--- config.mk ---
export PLATFORM = sky130hd
export DESIGN_NAME = ipv_controller
export DESIGN_NICKNAME = d
export VERILOG_FILES = /design/src/ipv_pkg.sv /design/src/ipv_arbiter.sv /design/src/ipv_controller.sv /design/src/ipv_return_stack.sv
export VERILOG_INCLUDE_DIRS = /design/src
export SDC_FILE = /design/constraint.sdc
export NUM_CORES = 1
export LEC_CHECK = 0
export BUFFER_PORTS_ARGS = -buffer_cell sky130_fd_sc_hd__buf_2
export CORE_UTILIZATION = 35
export DETAILED_ROUTE_END_ITERATION = 16
export PLACE_DENSITY = 0.53
export SLEW_MARGIN = 20
export SYNTH_ARGS = -nofsm -noshare
export SYNTH_HDL_FRONTEND = slang
export SYNTH_SLANG_ARGS = --single-unit
--- constraint.sdc ---
create_clock -name core_clk -period 20.4 [get_ports core_clk]
set_input_delay 4.08 -clock core_clk [delete_from_list [all_inputs] [get_ports core_clk]]
set_output_delay 4.08 -clock core_clk [all_outputs]
set_load 0.03 [all_outputs]
--- src/ipv_consts.svh ---
`ifndef IPV_CONSTS_SVH
`define IPV_CONSTS_SVH

// ****************************************
// Register offsets
// ****************************************
`define IPV_OFS_PRIO_A 4'h0
`define IPV_OFS_PRIO_B 4'h1
`define IPV_OFS_STATUS 4'h2
`define IPV_OFS_CTRL1 4'h3
`define IPV_OFS_FLAGS 4'h4
`define IPV_OFS_ENABLES 4'h5
`define IPV_OFS_CPU_LEVEL 4'h6

// ****************************************
// Field layout
// ****************************************
`define IPV_NUM_USER 7
`define IPV_NUM_TRAP 4
`define IPV_NUM_SRC 11
`define IPV_REG_A_FIELDS 3
`define IPV_REG_A_TOP_LSB 8
`define IPV_REG_B_TOP_LSB 12
`define IPV_FIELD_STRIDE 4
`define IPV_PRIO_A_MASK 16'h0777
`define IPV_PRIO_B_MASK 16'h7777
`define IPV_STAT_LEVEL_LSB 8
`define IPV_STAT_VEC_LSB 0
`define IPV_NEST_DIS_BIT 15
`define IPV_TRAP_FLAG_LSB 0

// ****************************************
// Reset values, levels, vector base and sizes
// ****************************************
`define IPV_PRIO_RESET 3'h4
`define IPV_PRIO_OFF 3'h0
`define IPV_TIMED_CEIL 4'h7
`define IPV_TRAP_BASE_LEVEL 4'h8
`define IPV_VEC_USER_BASE 7'h10
`define IPV_STACK_DEPTH 4
`define IPV_STACK_PTR_W 3
`define IPV_TIMER_W 14

`endif

--- src/ipv_pkg.sv ---
package ipv_pkg;
  typedef logic [3:0] ipv_level_t;
  typedef logic [2:0] ipv_prio_t;
  typedef logic [6:0] ipv_vec_t;
  typedef struct packed {
    logic [15:0] pc;
    logic [7:0] status_low_byte;
    ipv_level_t level;
  } ipv_frame_t;
endpackage

--- src/ipv_arbiter.sv ---
`timescale 1ns/10ps
`include "ipv_consts.svh"
module ipv_arbiter
  import ipv_pkg::*;
(
  input wire logic [`IPV_NUM_SRC-1:0] cand,
  input wire ipv_level_t cand_level [`IPV_NUM_SRC],
  input wire ipv_vec_t cand_vec [`IPV_NUM_SRC],
  output logic best_valid,
  output ipv_level_t best_level,
  output ipv_vec_t best_vec
);
  // Candidates are ordered by vector, so scanning downward with >=
  // leaves the lowest vector of equal level as the winner
  always_comb begin
    best_valid = 1'b0;
    best_level = 4'h0;
    best_vec = 7'h00;
    for (int i = `IPV_NUM_SRC - 1; i >= 0; i--) begin
      if (cand[i] && (!best_valid || cand_level[i] >= best_level)) begin
        best_valid = 1'b1;
        best_level = cand_level[i];
        best_vec = cand_vec[i];
      end
    end
  end
endmodule

--- src/ipv_controller.sv ---
`timescale 1ns/10ps
`include "ipv_consts.svh"

module ipv_controller
  import ipv_pkg::*;
(
  input wire logic core_clk,
  input wire logic arst_n,
  input wire logic [3:0] reg_addr,
  input wire logic [15:0] reg_wdata,
  input wire logic reg_wr,
  input wire logic reg_rd,
  output logic [15:0] reg_rdata,
  input wire logic [`IPV_NUM_USER-1:0] src_event,
  input wire logic [`IPV_NUM_TRAP-1:0] trap_event,
  output logic irq_req,
  output ipv_level_t irq_level,
  output ipv_vec_t irq_vector_index,
  input wire logic irq_ack,
  input wire logic [15:0] ack_pc,
  input wire logic [7:0] ack_srl,
  input wire logic return_from_interrupt_op,
  output logic [15:0] ret_pc,
  output logic [7:0] ret_srl,
  output logic ret_valid,
  output ipv_level_t cpu_level,
  input wire logic timed_interrupt_block_op,
  input wire logic [`IPV_TIMER_W-1:0] timed_block_cycles,
  output logic timed_block_active
);
  // ****************************************
  // Declarations
  // ****************************************
  ipv_prio_t user_prio [`IPV_NUM_USER];
  logic [`IPV_NUM_USER-1:0] source_flag_regs;
  logic [`IPV_NUM_USER-1:0] source_enable_regs;
  logic [`IPV_NUM_TRAP-1:0] trap_flag;
  logic nesting_disable;
  logic [`IPV_TIMER_W-1:0] timed_count;
  logic [`IPV_NUM_SRC-1:0] cand;
  ipv_level_t cand_level [`IPV_NUM_SRC];
  ipv_vec_t cand_vec [`IPV_NUM_SRC];
  logic best_valid;
  ipv_level_t best_level;
  ipv_vec_t best_vec;
  ipv_frame_t top_frame;
  logic stack_empty;
  logic stack_full;
  logic nest_block;
  logic do_pop;
  logic take_vec;
  logic next_req;
  logic wr_a;
  logic wr_b;
  logic wr_ctrl;
  logic wr_flags;
  logic [15:0] uart_error_fault_priority;
  logic [15:0] can_tx_dma_priority;
  logic [15:0] interrupt_level_vector_status;
  logic [15:0] interrupt_control_one;
  logic [15:0] next_rdata;

  assign wr_a = reg_wr && reg_addr == `IPV_OFS_PRIO_A;
  assign wr_b = reg_wr && reg_addr == `IPV_OFS_PRIO_B;
  assign wr_ctrl = reg_wr && reg_addr == `IPV_OFS_CTRL1;
  assign wr_flags = reg_wr && reg_addr == `IPV_OFS_FLAGS;
  assign timed_block_active = (timed_count != '0);
  // Acknowledge has priority; a return in the same cycle is dropped
  assign do_pop = return_from_interrupt_op && !irq_ack && !stack_empty;
  assign take_vec = irq_ack && irq_req;

  // ****************************************
  // Priority fields and user source request terms
  // ****************************************
  for (genvar g = 0; g < `IPV_NUM_USER; g++) begin : g_user
    localparam bit IN_A = (g < `IPV_REG_A_FIELDS);
    localparam int LSB = IN_A ?
      (`IPV_REG_A_TOP_LSB - `IPV_FIELD_STRIDE * g) :
      (`IPV_REG_B_TOP_LSB - `IPV_FIELD_STRIDE * (g - `IPV_REG_A_FIELDS));
    logic fld_wr;
    logic user_ok;
    assign fld_wr = IN_A ? wr_a : wr_b;

    always_ff @(posedge core_clk or negedge arst_n) begin
      if (!arst_n) begin
        user_prio[g] <= `IPV_PRIO_RESET;
      end else if (fld_wr) begin
        user_prio[g] <= reg_wdata[LSB +: 3];
      end
    end

    // Timed block spares level 7 and traps; nesting lock spares traps only
    assign user_ok = source_enable_regs[g] && source_flag_regs[g]
      && user_prio[g] != `IPV_PRIO_OFF
      && !(timed_block_active && {1'b0, user_prio[g]} < `IPV_TIMED_CEIL)
      && !nest_block;
    assign cand[`IPV_NUM_TRAP + g] = user_ok
      && {1'b0, user_prio[g]} > cpu_level;
    assign cand_level[`IPV_NUM_TRAP + g] = {1'b0, user_prio[g]};
    assign cand_vec[`IPV_NUM_TRAP + g] = `IPV_VEC_USER_BASE + 7'(g);
  end

  // ****************************************
  // Trap request terms
  // ****************************************
  for (genvar t = 0; t < `IPV_NUM_TRAP; t++) begin : g_trap
    // No mask term here: traps bypass enable, timed block and nesting lock
    assign cand[t] = trap_flag[t]
      && (`IPV_TRAP_BASE_LEVEL + 4'(t)) > cpu_level;
    assign cand_level[t] = `IPV_TRAP_BASE_LEVEL + 4'(t);
    assign cand_vec[t] = 7'(t);
  end

  assign nest_block = nesting_disable && !stack_empty;

  // Candidate order follows vector number, which the tie rule uses
  ipv_arbiter u_arbiter (
    .cand(cand),
    .cand_level(cand_level),
    .cand_vec(cand_vec),
    .best_valid(best_valid),
    .best_level(best_level),
    .best_vec(best_vec)
  );

  // Four frames hold four nesting depths; a request that would
  // overflow the stack is held back until a return frees a frame
  ipv_return_stack u_stack (
    .core_clk(core_clk),
    .arst_n(arst_n),
    .push(take_vec),
    .push_frame({ack_pc, ack_srl, cpu_level}),
    .pop(do_pop),
    .top_frame(top_frame),
    .empty(stack_empty),
    .full(stack_full)
  );

  // ****************************************
  // Flags, enables and control
  // ****************************************
  // Set wins over a software clear in the same cycle; the vector
  // being taken leaves its flag alone so an unserviced source recurs
  always_ff @(posedge core_clk or negedge arst_n) begin
    if (!arst_n) begin
      source_flag_regs <= '0;
    end else begin
      source_flag_regs <= (source_flag_regs
        & ~(wr_flags ? reg_wdata[`IPV_NUM_USER-1:0] : '0))
        | src_event;
    end
  end

  always_ff @(posedge core_clk or negedge arst_n) begin
    if (!arst_n) begin
      source_enable_regs <= '0;
    end else if (reg_wr && reg_addr == `IPV_OFS_ENABLES) begin
      source_enable_regs <= reg_wdata[`IPV_NUM_USER-1:0];
    end
  end

  always_ff @(posedge core_clk or negedge arst_n) begin
    if (!arst_n) begin
      trap_flag <= '0;
      nesting_disable <= 1'b0;
    end else begin
      trap_flag <= (trap_flag & ~(wr_ctrl ?
        reg_wdata[`IPV_TRAP_FLAG_LSB +: `IPV_NUM_TRAP] : '0))
        | trap_event;
      if (wr_ctrl) begin
        nesting_disable <= reg_wdata[`IPV_NEST_DIS_BIT];
      end
    end
  end

  // ****************************************
  // CPU level and unstacking
  // ****************************************
  always_ff @(posedge core_clk or negedge arst_n) begin
    if (!arst_n) begin
      cpu_level <= 4'h0;
    end else if (take_vec) begin
      cpu_level <= irq_level;
    end else if (do_pop) begin
      cpu_level <= top_frame.level;
    end else if (reg_wr && reg_addr == `IPV_OFS_CPU_LEVEL
                 && !cpu_level[3]) begin
      // Software may not leave a trap level by a register write
      cpu_level <= {1'b0, reg_wdata[2:0]};
    end
  end

  always_ff @(posedge core_clk or negedge arst_n) begin
    if (!arst_n) begin
      ret_pc <= 16'h0000;
      ret_srl <= 8'h00;
      ret_valid <= 1'b0;
    end else begin
      ret_valid <= do_pop;
      if (do_pop) begin
        ret_pc <= top_frame.pc;
        ret_srl <= top_frame.status_low_byte;
      end
    end
  end

  // ****************************************
  // Timed interrupt block
  // ****************************************
  // A new op reloads the count, even when shorter than what is left
  always_ff @(posedge core_clk or negedge arst_n) begin
    if (!arst_n) begin
      timed_count <= '0;
    end else if (timed_interrupt_block_op) begin
      timed_count <= timed_block_cycles;
    end else if (timed_block_active) begin
      timed_count <= timed_count - 14'h0001;
    end
  end

  // ****************************************
  // Request to the CPU
  // ****************************************
  // Request drops on the acknowledge edge so the CPU never sees a
  // vector that was chosen against the old level
  // Level and vector follow the request, so the status word never
  // shows a stale vector while nothing is pending
  assign next_req = best_valid && !stack_full
    && !take_vec;

  always_ff @(posedge core_clk or negedge arst_n) begin
    if (!arst_n) begin
      irq_req <= 1'b0;
      irq_level <= 4'h0;
      irq_vector_index <= 7'h00;
    end else begin
      irq_req <= next_req;
      irq_level <= next_req ? best_level : 4'h0;
      irq_vector_index <= next_req ? best_vec : 7'h00;
    end
  end

  // ****************************************
  // Register read
  // ****************************************
  // Fields use the same stride as the writes, then are masked again
  always_comb begin
    uart_error_fault_priority = 16'h0000;
    can_tx_dma_priority = 16'h0000;
    for (int i = 0; i < `IPV_REG_A_FIELDS; i++) begin
      uart_error_fault_priority[`IPV_REG_A_TOP_LSB
        - `IPV_FIELD_STRIDE * i +: 3] = user_prio[i];
    end
    for (int i = `IPV_REG_A_FIELDS; i < `IPV_NUM_USER; i++) begin
      can_tx_dma_priority[`IPV_REG_B_TOP_LSB
        - `IPV_FIELD_STRIDE * (i - `IPV_REG_A_FIELDS) +: 3] = user_prio[i];
    end
    uart_error_fault_priority = uart_error_fault_priority
      & `IPV_PRIO_A_MASK;
    can_tx_dma_priority = can_tx_dma_priority & `IPV_PRIO_B_MASK;
    interrupt_level_vector_status = 16'h0000;
    interrupt_level_vector_status[`IPV_STAT_LEVEL_LSB +: 4] = irq_level;
    interrupt_level_vector_status[`IPV_STAT_VEC_LSB +: 7] =
      irq_vector_index;
    interrupt_control_one = 16'h0000;
    interrupt_control_one[`IPV_NEST_DIS_BIT] = nesting_disable;
    interrupt_control_one[`IPV_TRAP_FLAG_LSB +: `IPV_NUM_TRAP] = trap_flag;
  end

  always_comb begin
    case (reg_addr)
      `IPV_OFS_PRIO_A: next_rdata = uart_error_fault_priority;
      `IPV_OFS_PRIO_B: next_rdata = can_tx_dma_priority;
      `IPV_OFS_STATUS: next_rdata = interrupt_level_vector_status;
      `IPV_OFS_CTRL1: next_rdata = interrupt_control_one;
      `IPV_OFS_FLAGS: next_rdata = {9'h000, source_flag_regs};
      `IPV_OFS_ENABLES: next_rdata = {9'h000, source_enable_regs};
      `IPV_OFS_CPU_LEVEL: next_rdata = {12'h000, cpu_level};
      default: next_rdata = 16'h0000;
    endcase
  end

  // Read data stands only in the cycle after the strobe
  always_ff @(posedge core_clk or negedge arst_n) begin
    if (!arst_n) begin
      reg_rdata <= 16'h0000;
    end else begin
      reg_rdata <= reg_rd ? next_rdata : 16'h0000;
    end
  end
endmodule

--- src/ipv_return_stack.sv ---
`timescale 1ns/10ps
`include "ipv_consts.svh"
module ipv_return_stack
  import ipv_pkg::*;
(
  input wire logic core_clk,
  input wire logic arst_n,
  input wire logic push,
  input wire ipv_frame_t push_frame,
  input wire logic pop,
  output ipv_frame_t top_frame,
  output logic empty,
  output logic full
);
  ipv_frame_t mem [`IPV_STACK_DEPTH];
  logic [`IPV_STACK_PTR_W-1:0] count;

  assign empty = (count == 3'h0);
  assign full = (count == 3'(`IPV_STACK_DEPTH));
  assign top_frame = empty ? '0 : mem[2'(count - 3'h1)];

  always_ff @(posedge core_clk or negedge arst_n) begin
    if (!arst_n) begin
      count <= 3'h0;
    end else if (push && !full) begin
      count <= count + 3'h1;
    end else if (pop && !empty) begin
      count <= count - 3'h1;
    end
  end

  for (genvar g = 0; g < `IPV_STACK_DEPTH; g++) begin : g_entry
    always_ff @(posedge core_clk or negedge arst_n) begin
      if (!arst_n) begin
        mem[g] <= '0;
      end else if (push && !full && count == 3'(g)) begin
        mem[g] <= push_frame;
      end
    end
  end
endmodule

==> impl_metrics.py <==
metrics = {
    "status": {
        "status": "finished, final reports clean",
    },
    "cts": {
        "cts_setup_buffers": 0,
        "cts_resized": 0,
        "cts_inserted_buffers": 26,
        "clock_path_buffers": 3,
        "htree_levels": 1,
        "postCtsHoldBufs": 0,
        "cts_tree": "done",
        "clk_pin_slew_worst_paths_ns": 0.06,
        "clock_latency_ns": 0.56,
        "clockRootBuffer": "clkbuf_16",
        "cts.sinks": 222,
    },
    "power": {
        "fin_total_pwr_mw": 1.81,
        "leakage_nw": 5.96,
        "ir_worst_vdd_uv": 80.7,
        "powerDensity_nw_per_um2": 137,
    },
    "sta": {
        "clock.fmax_ghz": 0.0962,
        "worst_pin_slew_ns": 1.06,
        "setup-tns-final_ns": 0,
        "setup_viol": 0,
        "rsz0062_at_grt": "false",
        "maxSlewViolCount": 0,
        "finalCriticalPeriod_ns": 10.40,
        "relSlewSlack": 0.276,
        "hold_viol": 0,
        "period_share": 0.510,
        "skew_ns": 0.0181,
    },
    "detailed_routing": {
        "drtAntennaViolNets": 0,
        "routed_wl_um": 28600,
        "wire_per_inst_um": 19.4,
        "num_vias": 7747,
        "drt-pass1-iter-count": 6,
        "drc": 0,
        "drt-initial-drc-count": 485,
        "vias_per_cell": 5.26,
    },
    "place": {
        "place_area_um2": 12400,
        "port_buffers": 127,
        "dp_hpwl_um": 19700,
        "place_congestion": 0.816,
    },
    "logic_synthesis": {
        "ys_ff_latch": 222,
        "synth_cell_types": 75,
        "synth_top_family_by_area": "multiplexers",
        "synth_most_common_cell": "dfrtp_1",
        "synth-edff-count": 0,
        "yosysWarnings": 0,
        "synth.cell_area_um2": 11300,
        "synth_commonest_cells": "215 x dfrtp_1, 153 x mux2_2, 80 x nand2_1",
        "synth.area.top_cells": "dfrtp_1 48%, mux2_2 15%, mux4_2 6.2%",
        "syn_inst": 918,
        "synth_fa_ha_area_frac": 0.0519,
        "yosys-mux-area-fraction": 0.225,
        "ys_seq_area_frac": 0.491,
        "syn-mean-instance-area_um2": 12.3,
        "synthSimpleGateAreaFrac": 0.0896,
        "synth_top_area_frac": 0.475,
        "synthFlopType": "dfrtp_1",
        "synth_compound_area_frac": 0.105,
        "yosys.area.top_type": "dfrtp_1",
        "synthXorXnorAreaFrac": 0.0108,
        "synth_async_sr_flop_share": 1.00,
    },
    "setup_path": {
        "cp-endpoint": "irq_level[0]$_DFF_PN0_",
        "r2r_start": "cpu_level[1]$_DFFE_PN0P_",
        "r2r_setup_slack_ns": 10.00,
        "slowest_delay_ns": 0.63,
        "worstPathRequired_ns": 20.86,
        "path_max_fanout": 12,
        "worstRegToRegCells": 47,
        "crit_path_top_delay_cell": "a211oi_2",
        "reg2reg_to": "irq_level[0]$_DFF_PN0_",
        "startpoint_type": "register",
        "worstSetupPathType": "register to register",
        "crit_path_end_kind": "register",
        "startpoint": "cpu_level[1]$_DFFE_PN0P_",
        "cp.arrival_ns": 10.86,
    },
    "floorplan": {
        "start_util": 0.357,
        "die_h_um": 182,
        "pin_count": 134,
        "die-area_um2": 33100,
        "die_w_um": 182,
        "core-area_um2": 31700,
        "rows": 65,
    },
    "worst_hold_path": {
        "min_path_type": "register to register",
    },
    "cells_and_area": {
        "design_area_um2": 13300,
        "drive_gt1_frac": 0.367,
        "area_growth_pct": 17.0,
        "finish.utilization": 0.418,
        "layout.nets": 1171,
    },
    "global_route": {
        "grt.total_usage": 0.176,
        "grt_pass1_wl_um": 45800,
        "antenna_found_initial": 4,
        "grt_pass1_vias": 7979,
        "grt_overflow": 0,
        "grt_max_degree": 88,
    },
    "job": {
        "maxCapViolCount": 0,
    },
}
[power breakdown]
group	internal (mW)	switching [mW]	leakage, nW	total (mW)
combinational	0.316	0.328	2.81	0.644
clock	0.265	0.193	0.414	0.458
sequential	0.598	0.109	2.74	0.708
total	1.18	0.630	5.96	1.81
[registers in the layout, summed over array words and instances, names as in the netlist, 3 cells and up]
name	cells
u_stack.mem	112
trap_flag	4
timed_count	14
u_stack.count	3
irq_vector_index	4
source_enable_regs	7
cpu_level	4
ret_pc	16
reg_rdata	15
irq_level	4
source_flag_regs	7
can_tx_dma_priority	12
cand_level	9
ret_srl	8
[worst max-delay path: cells and delay by family, from the launching register on]
kind	cells	cell delay, ns
buf+inv	2	0.49
fa+ha+maj	7	1.88
flops	1	0.45
simple gates	11	1.72
compound gates	27	5.74
[cells by family (layout without fill, tap and decap cells)]
logic type	after synthesis	after routing
flip-flops	222	222
AND/OR/NAND/NOR	207	207
multiplexers	197	197
AO/OA/AOI/OAI	162	162
buffers and inverters	68	215
adder cells (fa/ha/maj)	47	47
XOR/XNOR	14	14
other	1	6
[per-stage QoR]
step | hold WS [ns] | setup WS (ns) | std cells
after global routing | 0.507 | 9.21 | 1470
after global placement | 0.460 | 10.13 | 1422
after detailed placement | 0.470 | 10.09 | 1422
after CTS | 0.483 | 10.04 | 1470
after floorplan | 0.445 | 11.19 | 921
final | 0.478 | 10.00 | 1472
[worst min path at each step]
stage	startpoint	to	slack, ns	cells after the start
4_1_cts	u_stack.mem[1]$_DFFE_PN0P_	u_stack.mem[1]$_DFFE_PN0P_	0.48	2
6_report	u_stack.mem[1]$_DFFE_PN0P_	u_stack.mem[1]$_DFFE_PN0P_	0.48	2
3_5_place_dp	u_stack.mem[1]$_DFFE_PN0P_	u_stack.mem[1]$_DFFE_PN0P_	0.47	2
2_1_floorplan	u_stack.mem[57]$_DFFE_PN0P_	u_stack.mem[57]$_DFFE_PN0P_	0.44	2
3_3_place_gp	u_stack.mem[0]$_DFFE_PN0P_	u_stack.mem[0]$_DFFE_PN0P_	0.46	2
5_1_grt	u_stack.mem[30]$_DFFE_PN0P_	u_stack.mem[30]$_DFFE_PN0P_	0.51	2
[layer usage]
metal / vias up / GRT usage / part of all wire
li1: 3628 / - / -
met3: 52 / 0.0391 / 0.052
met4: 4 / 0.0447 / 0.022
met2: 152 / 0.293 / 0.47
met5: - / 0 / 0.0011
met1: 3911 / 0.232 / 0.45
[cell usage in the layout (no fill, tap or decap), types with 5 or more instances in the layout]
cell type,netlist,final
dfrtp_1,215,214
dfstp_2,7,7
nand2b_1,16,16
mux2i_1,13,13
inv_1,29,29
a21oi_1,32,32
mux4_2,31,31
buf_4,5,9
nor2_1,38,38
nor3_1,9,9
a21o_1,25,25
xnor2_1,9,9
clkbuf_16,0,26
nand2_1,80,80
and2_1,12,12
clkbuf_8,0,8
clkbuf_1,21,7
nor2b_1,8,8
nand3_1,17,17
xor2_1,5,5
buf_2,0,126
mux2_2,153,153
ha_1,47,46
o21ai_0,37,37
[final cells by class]
type / count / area [um^2]
inverters: 30 / 115
diodes: 2 / 5.00
fillers: 3036 / 18500
repair buffers: 137 / 724
clock buffers: 41 / 787
multi-input cells: 631 / 5490
well taps: 402 / 503
flip-flops and latches: 222 / 5570
clock inverters: 7 / 65.1
(Power assumes the default switching activity.)
